## src/rtl/lfs_defs.svh

```systemverilog
// Purpose: Constants of the laser fault supervisor
// Assumes: 10 MHz system clock
// Notes: Offsets are byte addresses on the register port
`ifndef LFS_DEFS_SVH
`define LFS_DEFS_SVH

// Clock and timing
`define LFS_CLK_HZ 10000000
`define LFS_CLK_NS 100
`define LFS_MS_CYC(ms) ((ms) * (`LFS_CLK_HZ / 1000))
`define LFS_LASE_DELAY_S 5
`define LFS_LASE_DELAY_CYC (`LFS_LASE_DELAY_S * `LFS_CLK_HZ)
`define LFS_PULSE_CAP_NS 12000
`define LFS_PULSE_CAP_CYC (`LFS_PULSE_CAP_NS / `LFS_CLK_NS)
`define LFS_BLINK_ON_MS 250
`define LFS_BLINK_OFF_MS 250
`define LFS_BLINK_GAP_MS 1500
`define LFS_FLASH_MS 250

// Fault codes shown on the ready indicator
`define LFS_CODE_NONE 2'h0
`define LFS_CODE_UNDER 2'h1
`define LFS_CODE_OVER 2'h2
`define LFS_CODE_RF 2'h3

// Register offsets
`define LFS_REG_STATUS 4'h0
`define LFS_REG_CLEAR 4'h4
`define LFS_REG_ENABLE 4'h8
`define LFS_REG_STATE 4'hC

// Event bit positions (status, clear, enable)
`define LFS_EV_UNDER 0
`define LFS_EV_OVER 1
`define LFS_EV_RF 2
`define LFS_EV_ILK 3
`define LFS_EV_TEMP 4
`define LFS_EV_MISMATCH 5
`define LFS_EV_W 6

// Reset values
`define LFS_ENABLE_RST 6'h00
`define LFS_STATUS_RST 6'h00

`endif

```

## src/rtl/lfs_pkg.sv

```systemverilog
// Purpose: Types of the laser fault supervisor
// Assumes: Constants come from lfs_defs.svh
// Notes: None
package lfs_pkg;
  typedef logic [1:0] lfs_code_t;
  typedef enum logic [1:0] {BLK_IDLE, BLK_ON, BLK_OFF, BLK_GAP} lfs_blink_st_t;
endpackage

```

## src/rtl/lfs_blink.sv

```systemverilog
// Purpose: Blink code generator for the ready indicator
// Assumes: Code stays stable while a sequence runs
// Notes: Code zero leaves the output dark
`timescale 1ns/1ns
`include "lfs_defs.svh"
module lfs_blink import lfs_pkg::*; #(
  parameter int unsigned ON_CYC = `LFS_MS_CYC(`LFS_BLINK_ON_MS),
  parameter int unsigned OFF_CYC = `LFS_MS_CYC(`LFS_BLINK_OFF_MS),
  parameter int unsigned GAP_CYC = `LFS_MS_CYC(`LFS_BLINK_GAP_MS),
  parameter int CW = 32
) (
  // Clock and reset
  input wire logic clk,
  input wire logic sys_rst,
  // Code and indicator
  input wire lfs_code_t code,
  output logic led
);

  lfs_blink_st_t state_r;
  logic [CW-1:0] cnt_r;
  logic [1:0] left_r;
  logic led_r;

  ////////////////////////////////////////////////////////////////////////////
  // Sequencer: N on/off blinks, then a long gap
  always_ff @(posedge clk or posedge sys_rst) begin
    if (sys_rst) begin
      state_r <= BLK_IDLE;
      cnt_r <= '0;
      left_r <= 2'h0;
    end else begin
      unique case (state_r)
        BLK_IDLE: begin
          if (code != `LFS_CODE_NONE) begin
            state_r <= BLK_ON;
            left_r <= code;
            cnt_r <= CW'(ON_CYC - 1);
          end
        end
        BLK_ON: begin
          if (cnt_r == '0) begin
            state_r <= BLK_OFF;
            left_r <= left_r - 2'h1;
            cnt_r <= CW'(OFF_CYC - 1);
          end else begin
            cnt_r <= cnt_r - 1'b1;
          end
        end
        BLK_OFF: begin
          if (cnt_r != '0) begin
            cnt_r <= cnt_r - 1'b1;
          end else if (left_r == 2'h0) begin
            state_r <= BLK_GAP;
            cnt_r <= CW'(GAP_CYC - 1);
          end else begin
            state_r <= BLK_ON;
            cnt_r <= CW'(ON_CYC - 1);
          end
        end
        BLK_GAP: begin
          if (cnt_r == '0) begin
            state_r <= BLK_IDLE;
          end else begin
            cnt_r <= cnt_r - 1'b1;
          end
        end
      endcase
    end
  end

  ////////////////////////////////////////////////////////////////////////////
  // Registered indicator drive
  always_ff @(posedge clk or posedge sys_rst) begin
    if (sys_rst) begin
      led_r <= 1'b0;
    end else begin
      led_r <= (state_r == BLK_ON);
    end
  end

  assign led = led_r;

endmodule // lfs_blink

```

## src/rtl/lfs_supervisor.sv

```systemverilog
// Purpose: Fault supervisor of an RF-excited CO2 laser controller
// Assumes: Sensed fault levels are synchronous; sys_rst is the power cycle
// Notes: Contact outputs are 1 for closed
`timescale 1ns/1ns
`include "lfs_defs.svh"
module lfs_supervisor import lfs_pkg::*; #(
  parameter int unsigned DELAY_CYC = `LFS_LASE_DELAY_CYC,
  parameter int DW = 26,
  parameter int unsigned CAP_CYC = `LFS_PULSE_CAP_CYC,
  parameter int PW = 8,
  parameter int unsigned FLASH_CYC = `LFS_MS_CYC(`LFS_FLASH_MS),
  parameter int unsigned BLINK_ON_CYC = `LFS_MS_CYC(`LFS_BLINK_ON_MS),
  parameter int unsigned BLINK_OFF_CYC = `LFS_MS_CYC(`LFS_BLINK_OFF_MS),
  parameter int unsigned BLINK_GAP_CYC = `LFS_MS_CYC(`LFS_BLINK_GAP_MS)
) (
  // Clock and reset
  input wire logic clk,
  input wire logic sys_rst,
  // Sensed conditions
  input wire logic supply_low,
  input wire logic supply_high,
  input wire logic rf_switch_fault,
  input wire logic over_temp,
  input wire logic impedance_mismatch_fault,
  // User inputs
  input wire logic interlock_closed,
  input wire logic shutter_req,
  input wire logic keyswitch_fitted,
  input wire logic keyswitch_on,
  input wire logic start_req,
  input wire logic pwm_cmd,
  // Drive
  output logic rf_enable,
  output logic pwm_out,
  // Indicators
  output logic led_ready,
  output logic shutter_indicator,
  output logic led_lase,
  output logic led_ilk_red,
  output logic led_temp_red,
  // Status contacts
  output logic st_interlock_open,
  output logic st_over_temp,
  output logic st_laser_ready,
  output logic st_shutter_open,
  output logic st_laser_active,
  // Register port
  input wire logic [3:0] reg_addr,
  input wire logic [31:0] reg_wdata,
  input wire logic reg_wr,
  input wire logic reg_rd,
  output logic [31:0] reg_rdata,
  output logic irq
);

  logic cap_done_r;
  logic keysw_fit_r;
  logic keysw_d_r;
  logic armed_r;
  logic under_r;
  logic over_r;
  logic rf_r;
  logic temp_r;
  logic ilk_d_r;
  lfs_code_t fault_code;
  logic blink_led;
  logic ready_nxt;
  logic ready_r;
  logic [DW-1:0] delay_cnt_r;
  logic delay_done_r;
  logic pwm_d_r;
  logic mm_r;
  logic [PW-1:0] pw_cnt_r;
  logic cap_hit;
  logic pwm_out_r;
  logic [31:0] flash_cnt_r;
  logic flash_ph_r;
  logic led_ready_r;
  logic shut_ind_r;
  logic shut_open_r;
  logic ilk_red_r;
  logic [`LFS_EV_W-1:0] ev;
  logic [`LFS_EV_W-1:0] sts_r;
  logic [`LFS_EV_W-1:0] en_r;
  logic [31:0] rdata_r;

  ////////////////////////////////////////////////////////////////////////////
  // Keyswitch strap, caught once after reset release
  always_ff @(posedge clk or posedge sys_rst) begin
    if (sys_rst) begin
      cap_done_r <= 1'b0;
      keysw_fit_r <= 1'b0;
    end else if (!cap_done_r) begin
      cap_done_r <= 1'b1;
      keysw_fit_r <= keyswitch_fitted;
    end
  end

  ////////////////////////////////////////////////////////////////////////////
  // Arming: keyswitch units need off-to-on or a start pulse
  always_ff @(posedge clk or posedge sys_rst) begin
    if (sys_rst) begin
      keysw_d_r <= 1'b0;
      armed_r <= 1'b0;
    end else begin
      keysw_d_r <= keyswitch_on;
      if (!cap_done_r) begin
        armed_r <= 1'b0;
      end else if (!keysw_fit_r) begin
        armed_r <= 1'b1;
      end else if (!interlock_closed) begin
        armed_r <= 1'b0;
      end else if (keyswitch_on && (!keysw_d_r || start_req)) begin
        armed_r <= 1'b1;
      end
    end
  end

  ////////////////////////////////////////////////////////////////////////////
  // Latched faults, cleared only by reset
  always_ff @(posedge clk or posedge sys_rst) begin
    if (sys_rst) begin
      under_r <= 1'b0;
      over_r <= 1'b0;
      rf_r <= 1'b0;
      temp_r <= 1'b0;
    end else begin
      under_r <= under_r | supply_low;
      over_r <= over_r | supply_high;
      rf_r <= rf_r | rf_switch_fault;
      temp_r <= temp_r | over_temp;
    end
  end

  // Priority encoder of the blink code
  always_comb begin
    fault_code = `LFS_CODE_NONE;
    if (under_r) begin
      fault_code = `LFS_CODE_UNDER;
    end else if (over_r) begin
      fault_code = `LFS_CODE_OVER;
    end else if (rf_r) begin
      fault_code = `LFS_CODE_RF;
    end
  end

  lfs_blink #(
    .ON_CYC(BLINK_ON_CYC),
    .OFF_CYC(BLINK_OFF_CYC),
    .GAP_CYC(BLINK_GAP_CYC),
    .CW(32)
  ) u_blink (
    .clk(clk),
    .sys_rst(sys_rst),
    .code(fault_code),
    .led(blink_led)
  );

  ////////////////////////////////////////////////////////////////////////////
  // Ready and lasing delay
  assign ready_nxt = cap_done_r & armed_r & interlock_closed & ~under_r & ~over_r
                     & ~rf_r & ~temp_r & ~over_temp;

  always_ff @(posedge clk or posedge sys_rst) begin
    if (sys_rst) begin
      ready_r <= 1'b0;
      delay_cnt_r <= '0;
      delay_done_r <= 1'b0;
    end else begin
      ready_r <= ready_nxt;
      if (!ready_nxt) begin
        delay_cnt_r <= '0;
        delay_done_r <= 1'b0;
      end else if (ready_r && !delay_done_r) begin
        if (delay_cnt_r == DW'(DELAY_CYC - 1)) begin
          delay_done_r <= 1'b1;
        end else begin
          delay_cnt_r <= delay_cnt_r + 1'b1;
        end
      end
    end
  end

  ////////////////////////////////////////////////////////////////////////////
  // Impedance mismatch, evaluated at the PWM leading edge
  always_ff @(posedge clk or posedge sys_rst) begin
    if (sys_rst) begin
      pwm_d_r <= 1'b0;
      mm_r <= 1'b0;
    end else begin
      pwm_d_r <= pwm_cmd;
      if (pwm_cmd && !pwm_d_r && impedance_mismatch_fault) begin
        mm_r <= 1'b1;
      end else if (!impedance_mismatch_fault) begin
        mm_r <= 1'b0;
      end
    end
  end

  // Pulse width counter, saturating
  always_ff @(posedge clk or posedge sys_rst) begin
    if (sys_rst) begin
      pw_cnt_r <= '0;
    end else if (!pwm_cmd) begin
      pw_cnt_r <= '0;
    end else if (pw_cnt_r != PW'(CAP_CYC)) begin
      pw_cnt_r <= pw_cnt_r + 1'b1;
    end
  end

  assign cap_hit = mm_r & (pw_cnt_r == PW'(CAP_CYC));

  always_ff @(posedge clk or posedge sys_rst) begin
    if (sys_rst) begin
      pwm_out_r <= 1'b0;
    end else begin
      pwm_out_r <= ready_r & delay_done_r & shutter_req & pwm_cmd & ~cap_hit;
    end
  end

  // RF power only when ready, lasing delay done and shutter requested
  assign rf_enable = ready_r & delay_done_r & shutter_req;
  assign pwm_out = pwm_out_r;

  ////////////////////////////////////////////////////////////////////////////
  // Indicators
  always_ff @(posedge clk or posedge sys_rst) begin
    if (sys_rst) begin
      flash_cnt_r <= '0;
      flash_ph_r <= 1'b0;
    end else if (flash_cnt_r == 32'(FLASH_CYC - 1)) begin
      flash_cnt_r <= '0;
      flash_ph_r <= ~flash_ph_r;
    end else begin
      flash_cnt_r <= flash_cnt_r + 1'b1;
    end
  end

  always_ff @(posedge clk or posedge sys_rst) begin
    if (sys_rst) begin
      led_ready_r <= 1'b0;
      shut_ind_r <= 1'b0;
      shut_open_r <= 1'b0;
      ilk_red_r <= 1'b0;
    end else begin
      led_ready_r <= (fault_code != `LFS_CODE_NONE) ? blink_led : ready_nxt;
      shut_ind_r <= shutter_req & (~mm_r | flash_ph_r);
      shut_open_r <= shutter_req;
      ilk_red_r <= ~interlock_closed;
    end
  end

  assign led_ready = led_ready_r;
  assign shutter_indicator = shut_ind_r;
  assign led_lase = pwm_out_r;
  assign led_ilk_red = ilk_red_r;
  assign led_temp_red = temp_r;
  assign st_interlock_open = ilk_red_r;
  assign st_over_temp = temp_r;
  assign st_laser_ready = ready_r;
  assign st_shutter_open = shut_open_r;
  assign st_laser_active = pwm_out_r;

  ////////////////////////////////////////////////////////////////////////////
  // Events, sticky status, interrupt
  always_ff @(posedge clk or posedge sys_rst) begin
    if (sys_rst) begin
      ilk_d_r <= 1'b0;
    end else begin
      ilk_d_r <= interlock_closed;
    end
  end

  assign ev[`LFS_EV_UNDER] = supply_low & ~under_r;
  assign ev[`LFS_EV_OVER] = supply_high & ~over_r;
  assign ev[`LFS_EV_RF] = rf_switch_fault & ~rf_r;
  assign ev[`LFS_EV_ILK] = ilk_d_r & ~interlock_closed;
  assign ev[`LFS_EV_TEMP] = over_temp & ~temp_r;
  assign ev[`LFS_EV_MISMATCH] = pwm_cmd & ~pwm_d_r & impedance_mismatch_fault;

  always_ff @(posedge clk or posedge sys_rst) begin
    if (sys_rst) begin
      sts_r <= `LFS_STATUS_RST;
    end else begin
      if (reg_wr && reg_addr == `LFS_REG_CLEAR) begin
        sts_r <= (sts_r & ~reg_wdata[`LFS_EV_W-1:0]) | ev;
      end else begin
        sts_r <= sts_r | ev;
      end
    end
  end

  always_ff @(posedge clk or posedge sys_rst) begin
    if (sys_rst) begin
      en_r <= `LFS_ENABLE_RST;
    end else if (reg_wr && reg_addr == `LFS_REG_ENABLE) begin
      en_r <= reg_wdata[`LFS_EV_W-1:0];
    end
  end

  assign irq = |(sts_r & en_r);

  ////////////////////////////////////////////////////////////////////////////
  // Register reads, one cycle later
  always_ff @(posedge clk or posedge sys_rst) begin
    if (sys_rst) begin
      rdata_r <= '0;
    end else if (reg_rd) begin
      unique case (reg_addr)
        `LFS_REG_STATUS: rdata_r <= {26'h0, sts_r};
        `LFS_REG_ENABLE: rdata_r <= {26'h0, en_r};
        `LFS_REG_STATE: rdata_r <= {22'h0, fault_code, mm_r, delay_done_r, ready_r,
                                    armed_r, temp_r, rf_r, over_r, under_r};
        default: rdata_r <= '0;
      endcase
    end else begin
      rdata_r <= '0;
    end
  end

  assign reg_rdata = rdata_r;

  logic [PW:0] mm_run_r;
  always_ff @(posedge clk or posedge sys_rst) begin
    if (sys_rst) begin
      mm_run_r <= '0;
    end else if (pwm_out_r && mm_r) begin
      mm_run_r <= mm_run_r + 1'b1;
    end else begin
      mm_run_r <= '0;
    end
  end
endmodule // lfs_supervisor

```

## config.mk

```make
export PLATFORM = sky130hd
export DESIGN_NAME = lfs_supervisor
export DESIGN_NICKNAME = d
export VERILOG_FILES = /design/src/rtl/lfs_pkg.sv /design/src/rtl/lfs_blink.sv /design/src/rtl/lfs_supervisor.sv
export VERILOG_INCLUDE_DIRS = /design/src /design/src/rtl
export SDC_FILE = /design/constraint.sdc
export NUM_CORES = 1
export LEC_CHECK = 0
export ABC_AREA = 1
export BUFFER_PORTS_ARGS = -buffer_cell sky130_fd_sc_hd__buf_2
export CORE_UTILIZATION = 64
export DETAILED_ROUTE_END_ITERATION = 10
export PLACE_DENSITY = 0.86
export SYNTH_ARGS = -nofsm -noshare
export SYNTH_HDL_FRONTEND = slang
export SYNTH_SLANG_ARGS = --single-unit
```

## constraint.sdc

```tcl
create_clock -name clk -period 10.9 [get_ports clk]
set_input_delay 2.18 -clock clk [delete_from_list [all_inputs] [get_ports clk]]
set_output_delay 2.18 -clock clk [all_outputs]
set_load 0.005 [all_outputs]
```

==> results of run 1 <==
[critical path: stages]
cell and delay, ns:
buf_2 0.08, inv_1 0.05, nor3_1 0.20, buf_2 0.16
[registers in the layout, indices dropped and copies added, names as in the netlist, 2 cells and up]
| signal | count |
|---|---|
| delay_cnt_r | 26 |
| u_blink.cnt_r | 32 |
| u_blink.left_r | 2 |
| pw_cnt_r | 8 |
| reg_rdata | 10 |
| sts_r | 6 |
| flash_cnt_r | 32 |
| u_blink.state_r | 2 |
| en_r | 6 |
[routing by layer]
metal,global-route usage (%),routed length (µm)
met5,0,0
met4,9.35,278
met3,6.85,834
met2,49.6,8430
met1,37.4,7820
[layout make-up]
cell class                 count  area share, %
clock buffer                  20           5.11
clock inverter                12           1.26
tap                          168           2.35
multi-input combinational    723           40.6
timing repair buffer          48           2.71
sequential                   144           40.3
inverter                     182           7.71
[cell usage in the layout (no fill, tap or decap), drive strengths merged, types with 10 or more instances in the layout]
cell type	netlist	final
clkinv	1	10
buf	35	48
nand2	239	239
dfrtp	144	144
xor2	22	22
nand4	32	32
nor3	42	42
nand3	68	68
clkbuf	4	20
o21ai	56	56
inv	181	181
conb	2	23
nor2	163	163
a21oi	28	28
[power groups by stage]
stage / sequential, mW / combinational, mW / clock (mW)
2_1_floorplan: 0.561 / 0.0325 / 0
3_3_place_gp: 0.562 / 0.0417 / 0
3_5_place_dp: 0.563 / 0.0428 / 0
4_1_cts: 0.553 / 0.0435 / 0.562
5_1_grt: 0.555 / 0.0500 / 0.587
6_report: 0.554 / 0.0429 / 0.556
[stage by stage]
| stage | cell area [µm²] | setup slack, ns |
|---|---|---|
| global route | 8940 | 5.98 |
| floorplan | 8210 | 4.85 |
| detailed placement | 8380 | 6.02 |
| CTS | 8940 | 6.02 |
| finish | 8940 | 6.04 |
| global placement | 8380 | 6.03 |
[cell families after synthesis]
group / after synthesis / share of synthesized area, %
compound gates: 100 / 6.94
other cells: 2 / 0.0923
flops: 144 / 44.3
xor+xnor: 29 / 3.12
fa+ha+maj: 6 / 0.923
buf+inv: 221 / 12.1
simple gates: 565 / 32.6
[path summary, 6_finish.rpt]
| kind | start | to | slack, ns | cells after the start |
|---|---|---|---|---|
| setup reg to reg | u_blink.cnt_r[0] | u_blink.cnt_r[7] | 8.48 | 12 |
| hold / removal | ilk_d_r | sts_r[3] | 0.45 | 2 |
| min in group asynchronous | sys_rst | flash_cnt_r[18] | 1.86 | 2 |
| hold reg to reg | ilk_d_r | sts_r[3] | 0.45 | 2 |
| setup / recovery | shutter_req | rf_enable | 6.04 | 4 |
| max in group asynchronous | sys_rst | delay_cnt_r[11] | 7.70 | 3 |
==> qor.csv, run 1 <==
stage;metric;value;unit
floorplanning;core area;12200;µm²
worst_setup_path;CP required;8.72;ns
final_layout;Final Non-Filler Cells;1297;
pwr;Pwr Total;1.15;mW
sta;Min Clock Period, post-route;4.86;ns
clocking;CTS Buffer Depth;2;
clocking;post-cts resize count;0;
placed_design;placed cell count;1265;
sta;Max Transition Viols Final;0;
pwr;internal power;0.885;mW
logic_synthesis;Synth top area share;44.3;%
routing;Vias;6935;
logic_synthesis;yosys warns;0;
routing;# DRC;0;
run;Max Cap Violations;0;
logic_synthesis;cells after synthesis;1067;
logic_synthesis;FF+latch count, synth;144;
logic_synthesis;Yosys top cell by area;dfrtp_1;
global_route;global-route wire length before repair;30200;µm
pwr;maximum vdd ir drop;108;µV
routing;Iteration-0 DRC Markers;407;
clocking;clk sinks;144;
status;status;finished clean;
clocking;# hold bufs at CTS;0;
floorplanning;Die Span X;115;µm
logic_synthesis;sequential share of the synthesized area;44.3;%
sta;max frequency;0.206;GHz
logic_synthesis;syn avg cell area;7.62;µm²
sta;Rel. slew slack;35.7;%
logic_synthesis;Area contributors post-synth;dfrtp_1 (44%), nand2_1 (10%), inv_1 (7.6%);
pwr;Switching Share;23.2;%
floorplanning;I/O pin count;96;
routing;drt via density;5.35;
logic_synthesis;distinct cell type count after synthesis;53;
placed_design;Post-DP HPWL;12100;µm
pwr;pwr/cell area;129;nW/µm²
worst_setup_path;crit path DAT;2.68;ns
pwr;sequential share of power;48.0;%
clocking;Reg clk slew, reported paths;0.06;ns
routing;drt pass-1 iters;8;
sta;Worst Skew;0.00868;ns
placed_design;GPL Wtd Cong;0.902;
logic_synthesis;most frequent cells after synthesis;nand2_1 (226), inv_1 (165), nor2_1 (146);
worst_setup_path;CP Launch Type;input port;
global_route;vias in the first global route;6781;
sta;Slew @ Worst Pin;0.962;ns
floorplanning;initial core utilization;66.6;%
clocking;CTS tree;done;
clocking;Clock Root Buffer;clkbuf_16;
routing;routed length per placed instance;13.4;µm
global_route;GRT Util Overall;29.3;%
sta;unrepaired setup endpoints after global routing;false;
sta;Final Cycle Share;44.6;%
logic_synthesis;asr flop ratio synth;100;%
pwr;P_leak;4.46;nW
final_layout;Filler cells;951;
global_route;Overflow after GRT;0;
final_layout;Synth-to-Final Area Change;9.95;%
sta;Setup Viol. Count Final;0;
floorplanning;die area;13200;µm²
pwr;combinational power share;3.7;%
logic_synthesis;Synth Cell Area;8140;µm²
global_route;antenna violations before repair;0;
final_layout;fin util;73.2;%
logic_synthesis;Post-synth EDFFs;0;
worst_setup_path;CP endpoint kind;primary output;
routing;DRT antenna net count;0;
clocking;CTS buffer count;17;
routing;final WL;17400;µm
pwr;Clock power frac;48.2;%
sta;Final Hold Fails;0;
final_layout;fraction of layout cells with a size suffix above 1;13.1;%
worst_setup_path;Crit Path Max Fanout;2;
worst_setup_path;kind of critical path;in -> out;
clocking;Post-CTS Setup Repair Bufs;0;
final_layout;Diodes inserted;0;
logic_synthesis;Main synth FF type;dfrtp_1;
floorplanning;Die Ht;115;µm
clocking;H-tree levels;4;
sta;Setup TNS Final;0;ns
global_route;largest net degree at the start of global routing;77;
logic_synthesis;top-count cell post-synth;nand2_1;
placed_design;port bufs;47;
floorplanning;row count;40;
sta;Hold Slack;0.449;ns
pwr;NetSw;0.267;mW
clocking;clk_lat worst skew;0.43;ns
final_layout;area of the multi-input gates;3630;µm²
worst_hold_path;Hold Path Class;reg -> reg;
final_layout;Final Net Count;1173;
final_layout;register area;3600;µm²
Power figures use the tool's default switching activity.
==> inputs of run 2 (changes only) <==
--- a/config.mk
+++ b/config.mk
@@ -8,9 +8,9 @@
 export LEC_CHECK = 0
 export ABC_AREA = 1
 export BUFFER_PORTS_ARGS = -buffer_cell sky130_fd_sc_hd__buf_2
-export CORE_UTILIZATION = 64
+export CORE_UTILIZATION = 59
 export DETAILED_ROUTE_END_ITERATION = 10
-export PLACE_DENSITY = 0.86
+export PLACE_DENSITY = 0.81
 export SYNTH_ARGS = -nofsm -noshare
 export SYNTH_HDL_FRONTEND = slang
 export SYNTH_SLANG_ARGS = --single-unit
==> constraint.sdc (replaced) <==
create_clock -name clk -period 4.95 [get_ports clk]
set_input_delay 0.99 -clock clk [delete_from_list [all_inputs] [get_ports clk]]
set_output_delay 0.99 -clock clk [all_outputs]
set_load 0.005 [all_outputs]
==> run 2 against run 1 <==
Sequential power increased by 120%. Wire length shrank 0.74%. Critical endpoint is now irq. Sequential cell count is the same. Clock skew decreased by 0.0023 ns. Critical path depth unchanged. Utilization decreased by 6.2 points. Cell area about the same. First-iteration DRC count increased by 5.7%. Hold slack better by 0.0047 ns.
==> qor.csv, run 2 (synthesized netlist as in run 1, its figures left out) <==
stage;metric;value;unit;change
final_layout;area of the multi-input gates;3630;µm²;unchanged
global_route;vias in the first global route;6575;;-3.0%
placed_design;Post-DP HPWL;12300;µm;+1.2%
pwr;Switching Share;23.3;%;+0.12 points
sta;Final Cycle Share;54.1;%;
floorplanning;row count;42;;+5.0%
final_layout;fin util;67.1;%;-6.2 points
routing;drt pass-1 iters;5;;-3
sta;Slew @ Worst Pin;0.979;ns;+0.0172 ns
routing;max layer used;met4;;
pwr;sequential share of power;48.3;%;+0.3 points
sta;max frequency;0.374;GHz;
routing;routed length per placed instance;13.2;µm;-1.4%
pwr;combinational power share;3.8;%;about the same
routing;DRT antenna net count;0;;unchanged
placed_design;placed cell count;1274;;+0.71%
sta;unrepaired setup endpoints after global routing;false;;
final_layout;fraction of layout cells with a size suffix above 1;13.2;%;+0.077 points
global_route;largest net degree at the start of global routing;51;;-34%
final_layout;Filler cells;1149;;+21%
final_layout;register area;3600;µm²;unchanged
routing;Vias;6833;;-1.5%
sta;Rel. slew slack;34.5;%;-1.1 points
worst_hold_path;hold path cells;2;;unchanged
placed_design;Setup Slack @ Placement;2.04;ns;-3.99 ns
clocking;CTS tree;done;;
clocking;Post-CTS Setup Repair Bufs;0;;unchanged
pwr;pwr/cell area;282;nW/µm²;+120%
worst_setup_path;Worst setup endpoint;irq;;
routing;final WL;17200;µm;-0.74%
final_layout;Final Net Count;1174;;+0.085%
sta;Final Hold Fails;0;;unchanged
worst_hold_path;Hold Path Class;reg -> reg;;
clocking;H-tree levels;4;;unchanged
clocking;clk sinks;144;;unchanged
floorplanning;initial core utilization;60.9;%;-5.7 points
worst_setup_path;kind of critical path;reg -> out;;
routing;Iteration-0 DRC Markers;430;;+5.7%
pwr;maximum vdd ir drop;243;µV;+130%
final_layout;Diodes inserted;0;;unchanged
global_route;GRT Util Overall;26.3;%;-3.0 points
routing;met1 WL;7790;µm;-0.29%
final_layout;Synth-to-Final Area Change;10.0;%;about the same
final_layout;Final Non-Filler Cells;1306;;+0.69%
clocking;Clock Root Buffer;clkbuf_16;;
final_layout;most common cell after layout, fill and taps aside;nand2_1;;
sta;Worst Skew;0.00637;ns;-0.00231 ns
global_route;Overflow after GRT;0;;unchanged
final_layout;most frequent cells in the layout;nand2_1 (226), inv_1 (164), nor2_1 (146);;
worst_setup_path;crit path DAT;1.69;ns;-0.99 ns
floorplanning;die area;14300;µm²;+8.3%
worst_setup_path;Crit Path Max Fanout;3;;+1
worst_setup_path;R2R Setup Slk;2.60;ns;-5.88 ns
run;Max Cap Violations;0;;unchanged
floorplanning;core area;13300;µm²;+9.3%
placed_design;port bufs;47;;unchanged
sta;Setup WS post-layout;2.27;ns;-3.76 ns
worst_setup_path;R2R depth;12;;unchanged
status;status;finished clean;;
sta;Max Transition Viols Final;0;;unchanged
routing;met2 wire len;8370;µm;-0.74%
placed_design;GPL Wtd Cong;0.886;;-1.9%
floorplanning;Die Span X;119;µm;+4.1%
clocking;CTS Buffer Depth;2;;unchanged
worst_setup_path;CP Launch Type;register;;
pwr;NetSw;0.587;mW;+120%
clocking;CTS buffer count;17;;unchanged
worst_setup_path;Crit. Startpoint;sts_r[2];;
clocking;# hold bufs at CTS;0;;unchanged
global_route;antenna violations before repair;0;;unchanged
routing;# DRC;0;;unchanged
sta;Setup TNS Final;0;ns;unchanged
pwr;internal power;1.93;mW;+120%
routing;met3 routed WL;767;µm;-8.0%
worst_setup_path;worst r2r dst;u_blink.cnt_r[7];;
pwr;P_leak;4.45;nW;-0.21%
worst_setup_path;CP endpoint kind;primary output;;
clocking;post-cts resize count;0;;unchanged
sta;Min Clock Period, post-route;2.68;ns;
clocking;clk_lat worst skew;0.42;ns;about the same
worst_setup_path;critical register-to-register path startpoint;u_blink.cnt_r[0];;
floorplanning;I/O pin count;96;;unchanged
global_route;global-route wire length before repair;29800;µm;-1.4%
final_layout;biggest regs;flash_cnt_r: 32 flops, u_blink.cnt_r: 32 flops, delay_cnt_r: 26 flops;;
floorplanning;Die Ht;119;µm;+4.1%
clocking;Reg clk slew, reported paths;0.06;ns;about the same
sta;Setup Viol. Count Final;0;;unchanged
worst_setup_path;CP required;3.96;ns;-4.76 ns
pwr;Clock power frac;47.9;%;-0.3 points
routing;drt via density;5.23;;-2.1%
[run 2: cell types whose count changed in the layout (fill, tap and decap cells not counted)]
cell / before / now
buf_4: 1 / 2
clkbuf_8: 2 / 1
clkinv_2: 4 / 5
clkinv_4: 6 / 1
clkinvlp_4: 2 / 5
inv_6: 1 / 3
[run 2: per-layer routing]
metal  global-route usage (%)  vias up
met5                        0        -
met4                     9.77        0
met3                     5.51       24
met2                     43.3      169
met1                     34.3     3226
li1                         -     3414
[run 2: area by class of cell]
cell class / count / share of cell area, %
Tap cell: 176 / 2.46
Timing Repair Buffer: 49 / 2.80
Inverter: 182 / 7.70
Sequential cell: 144 / 40.3
Clock inverter: 13 / 1.27
Multi-Input combinational cell: 723 / 40.6
Clock buffer: 19 / 4.95
[run 2: stage by stage]
step                      power [mW]  area, µm²  hold slack, ns
after global placement          1.33       8390           0.432
final                           2.52       8950           0.453
after CTS                       2.54       8950           0.458
after detailed placement        1.33       8390           0.434
after global routing            2.61       8950           0.477
after floorplan                 1.31       8210           0.421
[run 2: power groups by stage]
stage / registers, mW / clock network, mW / logic, mW
6_report: 1.22 / 1.21 / 0.0957
5_1_grt: 1.22 / 1.27 / 0.112
4_1_cts: 1.22 / 1.22 / 0.0969
3_5_place_dp: 1.24 / 0 / 0.0957
3_3_place_gp: 1.24 / 0 / 0.0945
2_1_floorplan: 1.24 / 0 / 0.0716
[run 2: worst max-delay path, cell delays in order (launching register included)]
cell	delay [ns]
dfrtp_1	0.39
a22o_1	0.24
a221oi_1	0.33
nand3_1	0.14
buf_2	0.16
[run 2: worst min path at each step]
stage                      from        end  slack (ns)
global placement        ilk_d_r   sts_r[3]        0.43
finish                  ilk_d_r   sts_r[3]        0.45
detailed placement      ilk_d_r   sts_r[3]        0.43
CTS                     ilk_d_r   sts_r[3]        0.46
global route        u_blink.led  led_ready        0.48
floorplan           keysw_fit_r    armed_r        0.42
